**src/logic/tmr2_regs.vh**
```
// register map, field positions, reset values and timing counts of the timer 2 block
`ifndef TMR2_REGS_VH
`define TMR2_REGS_VH
`define TMR2_ADDR_CTRL 8'hC8
`define TMR2_ADDR_RCAPL 8'hCA
`define TMR2_ADDR_RCAPH 8'hCB
`define TMR2_ADDR_CNTL 8'hCC
`define TMR2_ADDR_CNTH 8'hCD
`define TMR2_BIT_OVF 7
`define TMR2_BIT_EXF 6
`define TMR2_BIT_RXSEL 5
`define TMR2_BIT_TXSEL 4
`define TMR2_BIT_EXEN 3
`define TMR2_BIT_RUN 2
`define TMR2_BIT_CSRC 1
`define TMR2_BIT_CPRL 0
`define TMR2_CTRL_RST 8'h00
`define TMR2_BYTE_RST 8'h00
`define TMR2_STATES 6
`define TMR2_ST_S1 6'h01
`define TMR2_ST_S2 6'h02
`define TMR2_ST_S3 6'h04
`define TMR2_ST_S4 6'h08
`define TMR2_ST_S5 6'h10
`define TMR2_ST_S6 6'h20
`endif

```
**src/logic/tmr2_byte_pair.v**
```verilog
// reload/capture register pair with registered read data
`timescale 1ns/10ps
module tmr2_byte_pair #(
   parameter W = 8
) (
   // clock and reset
   input wire clk_sys_i,
   input wire rst_i,
   input wire ce_i,
   // write ports
   input wire wr_lo_i,
   input wire wr_hi_i,
   input wire [W-1:0] lo_d_i,
   input wire [W-1:0] hi_d_i,
   // read ports
   input wire rd_hi_i,
   output reg [W-1:0] rd_data_o,
   output wire [2*W-1:0] pair_o
);
   reg [W-1:0] lo_q;
   reg [W-1:0] hi_q;
   assign pair_o = {hi_q, lo_q};
   // =====================================
   // storage and registered read
   always @(posedge clk_sys_i or posedge rst_i) begin
      if (rst_i) begin
         lo_q <= {W{1'b0}};
         hi_q <= {W{1'b0}};
         rd_data_o <= {W{1'b0}};
      end else if (ce_i) begin
         if (wr_lo_i) begin
            lo_q <= lo_d_i;
         end
         if (wr_hi_i) begin
            hi_q <= hi_d_i;
         end
         rd_data_o <= rd_hi_i ? hi_q : lo_q;
      end
   end
endmodule

```
**src/logic/tmr2_top.v**
```verilog
// timer 2: auto-reload, capture and baud generator with edge detectors and flag guard
//
// The implementer's own choice: the address-and-strobe port.
`timescale 1ns/10ps
`include "tmr2_regs.vh"
module tmr2_top (
   // clock, reset, enable
   input wire clk_sys_i,
   input wire rst_i,
   input wire ce_i,
   // register port
   input wire [7:0] addr_i,
   input wire [7:0] wdata_i,
   input wire wr_i,
   input wire rd_i,
   output reg [7:0] rdata_o,
   // cpu instruction status
   input wire ctrl_rmw_i,
   input wire next_instr_m2_i,
   // pins
   input wire external_count_pin_i,
   input wire capture_reload_pin_i,
   // serial port side
   input wire [1:0] serial_mode_i,
   output reg rx_baud_tick_o,
   output reg tx_baud_tick_o,
   // interrupt request
   output reg irq_o
);
   // =====================================
   // overview
   // one machine state per enabled clock, six states to a machine cycle
   // internal clock counts once per machine cycle, baud mode every second state
   // each pin fall passes a latch and a sync stage, giving exactly one pulse
   // the latch is cleared at the transfer state so a later fall is not lost
   // a carry during a control rewrite is parked until the next M2 S1 strobe
   // software clears flags by writing control; a hardware set in the same cycle wins
   // counter writes only land while the counter neither counts nor reloads
   // rx and tx ticks reach the serial port only in its variable-rate modes
   // read data come from one flip-flop stage, the cycle after the read strobe
   // =====================================
   // machine state ring, one-hot S1..S6
   reg [5:0] state_q;
   reg [7:0] ctrl_q;
   reg [7:0] cnt_lo_q;
   reg [7:0] cnt_hi_q;
   reg ext_edge_latch_q;
   reg ext_sync_stage_q;
   reg ext_pin_q;
   reg ev_edge_latch_q;
   reg ev_sync_stage_q;
   reg ev_pin_q;
   reg pend_ovf_q;
   wire [15:0] pair;
   // =====================================
   // helper functions
   // true when the one-hot state ring sits in the given state
   function tmr2_at;
      input [5:0] st;
      input [5:0] code;
      begin
         tmr2_at = (st == code);
      end
   endfunction
   // falling edge between the stored level and the present level
   function tmr2_fall;
      input prev;
      input now;
      begin
         tmr2_fall = prev & ~now;
      end
   endfunction
   // true when a strobe hits the given register offset
   function tmr2_hit;
      input strobe;
      input [7:0] ad;
      input [7:0] offs;
      begin
         tmr2_hit = strobe & (ad == offs);
      end
   endfunction
   // byte returned for a register offset; unmapped offsets read zero
   function [7:0] tmr2_rd_byte;
      input [7:0] ad;
      input [7:0] ctl;
      input [15:0] cnt;
      input [15:0] pr;
      begin
         case (ad)
            `TMR2_ADDR_CTRL: tmr2_rd_byte = ctl;
            `TMR2_ADDR_RCAPL: tmr2_rd_byte = pr[7:0];
            `TMR2_ADDR_RCAPH: tmr2_rd_byte = pr[15:8];
            `TMR2_ADDR_CNTL: tmr2_rd_byte = cnt[7:0];
            `TMR2_ADDR_CNTH: tmr2_rd_byte = cnt[15:8];
            default: tmr2_rd_byte = 8'h00;
         endcase
      end
   endfunction
   // =====================================
   // state ring advance, one state per enabled clock
   always @(posedge clk_sys_i or posedge rst_i) begin
      if (rst_i) begin
         state_q <= `TMR2_ST_S1;
      end else if (ce_i) begin
         case (state_q)
            `TMR2_ST_S1: state_q <= `TMR2_ST_S2;
            `TMR2_ST_S2: state_q <= `TMR2_ST_S3;
            `TMR2_ST_S3: state_q <= `TMR2_ST_S4;
            `TMR2_ST_S4: state_q <= `TMR2_ST_S5;
            `TMR2_ST_S5: state_q <= `TMR2_ST_S6;
            `TMR2_ST_S6: state_q <= `TMR2_ST_S1;
            default: state_q <= `TMR2_ST_S1;
         endcase
      end
   end
   // =====================================
   // control decode
   wire rx_sel = ctrl_q[`TMR2_BIT_RXSEL];
   wire tx_sel = ctrl_q[`TMR2_BIT_TXSEL];
   // mode selection
   // either select bit overrides the capture select bit
   wire baud_mode = rx_sel | tx_sel;
   wire capt_mode = ~baud_mode & ctrl_q[`TMR2_BIT_CPRL];
   wire run = ctrl_q[`TMR2_BIT_RUN];
   wire exen = ctrl_q[`TMR2_BIT_EXEN];
   // =====================================
   // edge detectors
   // only falls of the count pin advance the counter
   wire ext_fall = tmr2_fall(ext_pin_q, external_count_pin_i);
   wire ev_fall = tmr2_fall(ev_pin_q, capture_reload_pin_i);
   wire ext_count = ext_sync_stage_q & tmr2_at(state_q, `TMR2_ST_S3);
   wire ev_raw = ev_sync_stage_q & tmr2_at(state_q, `TMR2_ST_S4);
   wire ev_pulse = ev_raw & exen;
   always @(posedge clk_sys_i or posedge rst_i) begin
      if (rst_i) begin
         ext_pin_q <= 1'b0;
         ev_pin_q <= 1'b0;
         ext_edge_latch_q <= 1'b0;
         ext_sync_stage_q <= 1'b0;
         ev_edge_latch_q <= 1'b0;
         ev_sync_stage_q <= 1'b0;
      end else if (ce_i) begin
         ext_pin_q <= external_count_pin_i;
         ev_pin_q <= capture_reload_pin_i;
         // latch, transfer at S5, clear latch
         if (ext_fall) begin
            ext_edge_latch_q <= 1'b1;
         end else if (state_q == `TMR2_ST_S5) begin
            ext_edge_latch_q <= 1'b0;
         end
         if (state_q == `TMR2_ST_S5) begin
            ext_sync_stage_q <= ext_edge_latch_q;
         end else if (state_q == `TMR2_ST_S3) begin
            ext_sync_stage_q <= 1'b0;
         end
         // latch, transfer at S2, clear latch
         if (ev_fall) begin
            ev_edge_latch_q <= 1'b1;
         end else if (state_q == `TMR2_ST_S2) begin
            ev_edge_latch_q <= 1'b0;
         end
         if (state_q == `TMR2_ST_S2) begin
            ev_sync_stage_q <= ev_edge_latch_q;
         end else if (state_q == `TMR2_ST_S4) begin
            ev_sync_stage_q <= 1'b0;
         end
      end
   end
   // =====================================
   // count enable
   // internal clock in baud mode counts every second state
   wire int_tick = baud_mode ? (state_q[0] | state_q[2] | state_q[4])
                             : (state_q == `TMR2_ST_S6);
   wire src_tick = ctrl_q[`TMR2_BIT_CSRC] ? ext_count : int_tick;
   wire count_en = run & src_tick;
   // counter seen as one word, carry on roll over from all ones
   wire [15:0] cnt_word = {cnt_hi_q, cnt_lo_q};
   wire carry = count_en & (cnt_word == 16'hFFFF);
   // auto-reload mode reloads on carry or enabled pin fall
   wire auto_mode = ~baud_mode & ~capt_mode;
   wire reload_auto = auto_mode & (carry | ev_pulse);
   // baud mode reloads on every carry, pin falls only flag
   wire reload_baud = baud_mode & carry;
   wire reload = reload_auto | reload_baud;
   wire capture = capt_mode & ev_pulse;
   // =====================================
   // register access decode
   wire wr_ctrl = tmr2_hit(wr_i, addr_i, `TMR2_ADDR_CTRL);
   wire wr_rl = tmr2_hit(wr_i, addr_i, `TMR2_ADDR_RCAPL);
   wire wr_rh = tmr2_hit(wr_i, addr_i, `TMR2_ADDR_RCAPH);
   wire wr_cl = tmr2_hit(wr_i, addr_i, `TMR2_ADDR_CNTL);
   wire wr_ch = tmr2_hit(wr_i, addr_i, `TMR2_ADDR_CNTH);
   // capture wins over software write of the pair
   tmr2_byte_pair #(.W(8)) u_pair (
      .clk_sys_i(clk_sys_i),
      .rst_i(rst_i),
      .ce_i(ce_i),
      .wr_lo_i(capture | wr_rl),
      .wr_hi_i(capture | wr_rh),
      .lo_d_i(capture ? cnt_lo_q : wdata_i),
      .hi_d_i(capture ? cnt_hi_q : wdata_i),
      .rd_hi_i(addr_i == `TMR2_ADDR_RCAPH),
      .rd_data_o(),
      .pair_o(pair)
   );
   // =====================================
   // counter bytes
   always @(posedge clk_sys_i or posedge rst_i) begin
      if (rst_i) begin
         cnt_lo_q <= `TMR2_BYTE_RST;
         cnt_hi_q <= `TMR2_BYTE_RST;
      end else if (ce_i) begin
         if (reload) begin
            cnt_lo_q <= pair[7:0];
            cnt_hi_q <= pair[15:8];
         end else if (count_en) begin
            cnt_lo_q <= cnt_lo_q + 8'h01;
            if (cnt_lo_q == 8'hFF) begin
               cnt_hi_q <= cnt_hi_q + 8'h01;
            end
         end else begin
            if (wr_cl) begin
               cnt_lo_q <= wdata_i;
            end
            if (wr_ch) begin
               cnt_hi_q <= wdata_i;
            end
         end
      end
   end
   // =====================================
   // flags, with guard on the overflow flag during control rewrite
   // baud mode gives no overflow flag
   wire ovf_evt = carry & ~baud_mode;
   // release a parked flag at S1 of the next M2 strobe
   // the cpu also raises that strobe in M3 of a four-cycle instruction
   wire guard_release = pend_ovf_q & ~ctrl_rmw_i & next_instr_m2_i
                        & tmr2_at(state_q, `TMR2_ST_S1);
   always @(posedge clk_sys_i or posedge rst_i) begin
      if (rst_i) begin
         ctrl_q <= `TMR2_CTRL_RST;
         pend_ovf_q <= 1'b0;
      end else if (ce_i) begin
         if (wr_ctrl) begin
            ctrl_q <= wdata_i;
         end
         // hold carry while rewrite in progress
         if (ovf_evt & ctrl_rmw_i) begin
            pend_ovf_q <= 1'b1;
         end else if (guard_release) begin
            pend_ovf_q <= 1'b0;
         end
         if ((ovf_evt & ~ctrl_rmw_i) | guard_release) begin
            ctrl_q[`TMR2_BIT_OVF] <= 1'b1;
         end
         if (ev_pulse) begin
            ctrl_q[`TMR2_BIT_EXF] <= 1'b1;
         end
      end
   end
   // =====================================
   // outputs, each straight from a flip-flop
   // only the variable-rate serial modes take the carry
   wire var_rate = (serial_mode_i == 2'h1) | (serial_mode_i == 2'h3);
   // carry goes to each circuit whose select bit is set
   wire rx_req = carry & baud_mode & rx_sel & var_rate;
   wire tx_req = carry & baud_mode & tx_sel & var_rate;
   always @(posedge clk_sys_i or posedge rst_i) begin
      if (rst_i) begin
         rx_baud_tick_o <= 1'b0;
         tx_baud_tick_o <= 1'b0;
         irq_o <= 1'b0;
      end else if (ce_i) begin
         // carry forwarded as a one-cycle tick
         rx_baud_tick_o <= rx_req;
         tx_baud_tick_o <= tx_req;
         irq_o <= ctrl_q[`TMR2_BIT_OVF] | ctrl_q[`TMR2_BIT_EXF];
      end
   end
   // =====================================
   // register read data
   // data stand only in the cycle after the read strobe, zero otherwise
   // pair bytes read back correctly in every mode
   always @(posedge clk_sys_i or posedge rst_i) begin
      if (rst_i) begin
         rdata_o <= 8'h00;
      end else if (ce_i) begin
         rdata_o <= rd_i ? tmr2_rd_byte(addr_i, ctrl_q, cnt_word, pair) : 8'h00;
      end
   end
endmodule

```
**config.mk**
```make
export PLATFORM = sky130hd
export DESIGN_NAME = tmr2_top
export DESIGN_NICKNAME = d
export VERILOG_FILES = /design/src/logic/tmr2_byte_pair.v /design/src/logic/tmr2_top.v
export VERILOG_INCLUDE_DIRS = /design/src /design/src/logic
export SDC_FILE = /design/constraint.sdc
export NUM_CORES = 1
export LEC_CHECK = 0
export BUFFER_PORTS_ARGS = -buffer_cell sky130_fd_sc_hd__buf_2
export CAP_MARGIN = 40
export CORE_AREA = 3 3 141 75
export DETAILED_ROUTE_END_ITERATION = 7
export DIE_AREA = 0 0 144 78
export GPL_TIMING_DRIVEN = 0
export PLACE_DENSITY_LB_ADDON = 0.2
export SLEW_MARGIN = 25
export SYNTH_ARGS = -nofsm -noshare
export SYNTH_HDL_FRONTEND = slang
export SYNTH_SLANG_ARGS = --single-unit
export TNS_END_PERCENT = 100
```
**constraint.sdc**
```tcl
create_clock -name clk_sys_i -period 2.71 [get_ports clk_sys_i]
set_input_delay 0.271 -clock clk_sys_i [delete_from_list [all_inputs] [get_ports clk_sys_i]]
set_output_delay 0.271 -clock clk_sys_i [all_outputs]
set_load 0.01 [all_outputs]
```
### After elaboration in Yosys (flattened, before gate mapping)

Cells that the tools add are included.

* add/sub/neg operators: 2
* equality and inequality tests: 16
* mux-type cells: 27
* bitwise gates (word level): 42
* reductions and logical operators: 21

Operators by type and width (number)
* $mux 8: 11
* $eq 8x8->1 const B: 6
* $pmux 8 s5: 1
* $pmux 6 s5: 1
* $and 1x1->1: 27
* $reduce_and 2->1: 11
* $add 8x1->8 const B: 2
* $eq 16x16->1 const B: 1
* $mux 1: 14
* $reduce_bool 2->1: 7
* $or 1x1->1: 10
* $eq 6x1->1 const B: 1
* $eq 6x2->1 const B: 1
* $eq 6x3->1 const B: 1
* $eq 6x4->1 const B: 1
* $eq 6x5->1 const B: 1
* $eq 6x6->1 const B: 1
* $reduce_bool 3->1: 2
* $not 1->1: 5
* $ne 3x1->1 const B: 1
* $reduce_and 3->1: 1
* $eq 2x1->1 const B: 1
* $eq 2x2->1 const B: 1

* register bits after elaboration: 64
* output and inout bits: 11
* logic and storage cells: 127

### Depth between registers and ports, before layout

* depth in word-level cells: 11
* mapped depth: 9

### Cells and area by module

From an unflattened synthesis, not the netlist that was laid out.

* cell total of the unflattened synthesis: 448
* area, all modules: 4361.7 um2

Modules (own cells, without submodules)
* tmr2_top: instances 1, cells an instance 378, area an instance 3300.7 um2
* tmr2_byte_pair: instances 1, cells an instance 70, area an instance 1061.0 um2

### Least setup slack after synthesis

No wires, ideal clock.

* path kind: register -> register
* from: register state_q[1]
* to: register cnt_hi_q[6]
* setup time: 127 ps
* arrival: 1943 ps
* data required time: 2583 ps
* path slack: 640 ps
* stages on the path, launching flop included: 8
* period minus slack after synthesis: 2070 ps
* path through: dfrtp_1 -> nor3_4 -> a41oi_1 -> a21o_1 -> a311o_1 -> buf_6 -> a221oi_2 -> a21oi_1

* cells in the longest elaborated chain, start to end: 10

Ends and longest elaborated chain
* start, declared: line tmr2_top.v:43 `reg [5:0] state_q;`
* start signal, assigned: line tmr2_top.v:103 `` state_q <= `TMR2_ST_S1; ``
* start signal, assigned: line tmr2_top.v:106 `` `TMR2_ST_S1: state_q <= `TMR2_ST_S2; ``
* start signal, assigned: line tmr2_top.v:107 `` `TMR2_ST_S2: state_q <= `TMR2_ST_S3; ``
* $eq 6x6->1 (no source line) or $eq 6x3->1 (tied branches)
* $mux 1 or $and 1x1->1 (tied branches): line tmr2_top.v:172, tmr2_top.v:131
* $mux 1: line tmr2_top.v:174 `` wire src_tick = ctrl_q[`TMR2_BIT_CSRC] ? ext_count : int_tick; ``
* $and 1x1->1: line tmr2_top.v:175 `wire count_en = run & src_tick;`
* $and 1x1->1: line tmr2_top.v:178 `wire carry = count_en & (cnt_word == 16'hFFFF);`
* $or 1x1->1: line tmr2_top.v:181 `wire reload_auto = auto_mode & (carry | ev_pulse);`
* $and 1x1->1: line tmr2_top.v:181
* $or 1x1->1: line tmr2_top.v:184 `wire reload = reload_auto | reload_baud;`
* $ne 3x1->1 (no source line) or $reduce_bool 3->1 (tied branches)
* $reduce_and 3->1 (no source line)
* end signal, assigned: line tmr2_top.v:211 `` cnt_hi_q <= `TMR2_BYTE_RST; ``
* end signal, assigned: line tmr2_top.v:215 `cnt_hi_q <= pair[15:8];`
* end signal, assigned: line tmr2_top.v:219 `cnt_hi_q <= cnt_hi_q + 8'h01;`
* end, declared: line tmr2_top.v:46 `reg [7:0] cnt_hi_q;`

Parallel ways exist; a longest one is shown, timed or not.
A chain may end at the register's enable or synchronous reset.

### Final worst setup path

* from: register cnt_lo_q[0]
* to: register cnt_hi_q[0]

* cells in the longest elaborated chain, start to end: 7

Ends and longest elaborated chain
* start, declared: line tmr2_top.v:45 `reg [7:0] cnt_lo_q;`
* start signal, assigned: line tmr2_top.v:210 `` cnt_lo_q <= `TMR2_BYTE_RST; ``
* start signal, assigned: line tmr2_top.v:214 `cnt_lo_q <= pair[7:0];`
* start signal, assigned: line tmr2_top.v:217 `cnt_lo_q <= cnt_lo_q + 8'h01;`
* $eq 16x16->1: line tmr2_top.v:178
* $and 1x1->1: line tmr2_top.v:178
* $or 1x1->1: line tmr2_top.v:181
* $and 1x1->1: line tmr2_top.v:181
* $or 1x1->1: line tmr2_top.v:184
* $ne 3x1->1 (no source line) or $reduce_bool 3->1 (tied branches)
* $reduce_and 3->1 (no source line)

Parallel ways exist; a longest one is shown, timed or not.

==> flow_metrics.tcl <==
set metrics [dict create \
    grt_max_degree 36 \
    dieWidth_um 144 \
    max_slew_margin 0.5438 \
    crit_arrival_ns 2.73 \
    finalCriticalPeriod_ns 2.514 \
    critPathCaptureType "register" \
    synth_area_per_cell_um2 9.242 \
    place_area_mm2 0.004088 \
    worst-path-max-fanout 10 \
    maxCapViolations 0 \
    gp_congestion 0.8897 \
    io_pins 38 \
    ff2ff_path_depth 7 \
    rsz0062_at_grt "no" \
    grt_usage 0.2057 \
    fin_cells 578 \
    viasPerCell 5.761 \
    synth_warnings 0 \
    cpMaxStageDelayCell "dfrtp_1" \
    worstPathRequired_ns 2.92 \
    coreArea_mm2 0.009353 \
    post-route-util 0.4720 \
    cp_top_family "simple AND/OR/NAND/NOR gates" \
    max_freq_mhz 397.7 \
    htreeDepth 3 \
    postSynthCellCount 404 \
    grt_pass1_vias 3241 \
    min_path_cells 2 \
    dieArea_mm2 0.01123 \
    cp_slowest_stage_delay_ns 0.50 \
    drt_iter0_markers 296 \
    numClockSinks 64 \
    grt_pass1_wl_mm 17.45 \
    clock_skew_ns 0.003825 \
    reg2reg_setup_slack_ns 0.20 \
    status "finished, final reports clean" \
    clk_latency_ns 0.33 \
    hold_class "in -> reg" \
    wl_per_cell_um 18.83 \
    power_density_mw_per_mm2 593.9 \
    synth_top_flop_cell "dfrtp_1" \
    diodes 0 \
    drc_errors 0 \
    vias 3330 \
    overflow 0 \
    synth_edf_count 0 \
    postRouteAntennaNets 0 \
    cts_buffers 9 \
    clk_path_buf_depth 2 \
    cts.clk_slew.worst_paths_ns 0.05 \
    async_flop_share 1.000 \
    first_pass_iters 5 \
    p_leak_nw 1.914 \
    antenna_found_initial 0 \
    ys_ff_latch 64 \
    timing.final.crit_share 0.9278 \
    path_class "reg -> reg" \
    dp_cells 562 \
    yosysSeqAreaShare 0.4293 \
    post_cts_buffers 0 \
    synthDistinctLibCells 57 \
    port_buffers 36 \
    initial_core_util 0.3992 \
    wl_mm 10.88 \
    detailed_place_hpwl_mm 8.221 \
    path_buf_inv 0 \
    worstMarginPinSlew_ns 0.6818 \
    syn_area_mm2 0.003734 \
    rows 25 \
    hold_viol_final 0 \
    finalMaxSlewViolations 0 \
    fin_nets 481 \
    syn_to_final_growth_pct 18.23 \
    cts_tree "yes" \
    total_power_w 0.002622 \
    drive_gt1_frac 0.2144 \
    max-vdd-ir-drop_v 0.0002877 \
    root_buffer "clkbuf_16" \
    worst-path-stages 7 \
    setup_viol 0 \
    die_h_um 78 \
    final_cell_area_mm2 0.004414 \
    syn_nets 433 \
    crit_chain "ha_1, nand3_1, nor2_1, nand3_2, o21ai_4, a21oi_1, a211o_1" \
    worstSetupStartpointType "register" \
]
[timing repair]
action                     CTS  global route
resized for setup            1             3
setup endpoints to repair    1            17
hold buffers                 1             0
hold endpoints to repair    28             0
pin swaps                    0             0
[kinds of logic after synthesis]
kind of cell / count (synthesis) / synth area share
muxes: 28 / 0.08411
buffers and inverters: 35 / 0.03921
AOI/OAI and AO/OA: 112 / 0.2135
adders and majority gates: 2 / 0.006701
xor gates and xnor gates: 11 / 0.02580
and+or+nand+nor: 152 / 0.2014
DFF: 64 / 0.4293
[per-layer routing]
layer,GRT usage,share of wire,up-vias
met5,0,0,-
met4,0.06391,0.022,0
met3,0.08436,0.094,27
met2,0.2825,0.41,141
met1,0.2925,0.47,1588
li1,-,-,1574
[final timing paths]
check,startpoint,end
hold reg to reg,rdata_o[0],rdata_o[0]
setup reg to reg,cnt_lo_q[0],cnt_hi_q[0]
hold / removal,external_count_pin_i,ext_edge_latch_q
setup / recovery,cnt_lo_q[0],cnt_hi_q[0]
min in group asynchronous,rst_i,rx_baud_tick_o
max in group asynchronous,rst_i,cnt_hi_q[6]
[flip-flops by register name, indices dropped and copies added, names as in the netlist]
name              flops
ev_sync_stage_q       1
ev_edge_latch_q       1
ctrl_q                8
rx_baud_tick_o        1
ext_pin_q             1
rdata_o               8
ev_pin_q              1
ext_edge_latch_q      1
cnt_hi_q              8
tx_baud_tick_o        1
pend_ovf_q            1
ext_sync_stage_q      1
u_pair.lo_q           8
cnt_lo_q              8
u_pair.hi_q           8
irq_o                 1
state_q               6
[where the power goes]
| group | switching [W] | internal (W) |
|---|---|---|
| registers | 0.0000840 | 0.00103 |
| clock network | 0.000400 | 0.000759 |
| logic | 0.000202 | 0.000143 |
| total | 0.000686 | 0.00194 |
[cell usage after synthesis (7+ instances only)]
cell type | n | share of area
a21oi_1 | 18 | 0.024
a221oi_1 | 7 | 0.016
a22o_1 | 10 | 0.023
a31oi_1 | 9 | 0.015
clkbuf_1 | 14 | 0.014
dfrtp_1 | 63 | 0.42
inv_1 | 14 | 0.014
mux2_2 | 25 | 0.075
nand2_1 | 62 | 0.062
nand3_1 | 13 | 0.017
nand4_1 | 11 | 0.018
nor2_1 | 35 | 0.035
o21ai_0 | 19 | 0.025
o2bb2ai_1 | 11 | 0.026
[cell usage in the layout, fill, tap and decap left out, drive strengths merged, types with 3 or more instances in the layout]
cell,n
nor3,3
nand2,62
o2bb2ai,11
xor2,5
o211ai,4
buf,43
and4,4
a22o,10
mux2,27
dfrtp,63
and2,5
o32ai,3
nand3,13
xnor2,6
nand2b,3
nand4,11
o21ai,26
and4b,3
nor3b,3
nor2,35
o21a,4
inv,14
o31ai,6
nand3b,3
a21oi,18
a221oi,8
a31oi,9
clkbuf,27
[stage by stage]
| step | setup WS (ns) | TNS [ns] | hold WS, ns |
|---|---|---|---|
| final | 0.1957 | 0 | 0.1421 |
| after floorplan | 0.6400 | 0 | 0.3783 |
| after global routing | 0.009102 | 0 | 0.1599 |
| after global placement | -0.1357 | -8.246 | 0.4698 |
| after detailed placement | 0.0001865 | 0 | 0.2941 |
| after CTS | 0.07418 | 0 | 0.1344 |
[worst register-to-register path, stage by stage (launching register included)]
cell and delay (ns):
dfrtp_1 0.50, ha_1 0.25, nand3_1 0.09, nor2_1 0.44
nand3_2 0.37, o21ai_4 0.41, a21oi_1 0.09, a211o_1 0.24
[layout make-up]
cell class / count / area (um^2)
multi-input cells: 305 / 2004
flip-flops and latches: 64 / 1603
inverters: 14 / 55.05
plain buffers: 20 / 90.09
well taps: 121 / 151.4
repair buffers: 38 / 210.2
clock buffers: 13 / 260.3
clock inverters: 3 / 40.04
fillers: 870 / 4938
No activity file was read; power rests on OpenSTA's default activity.
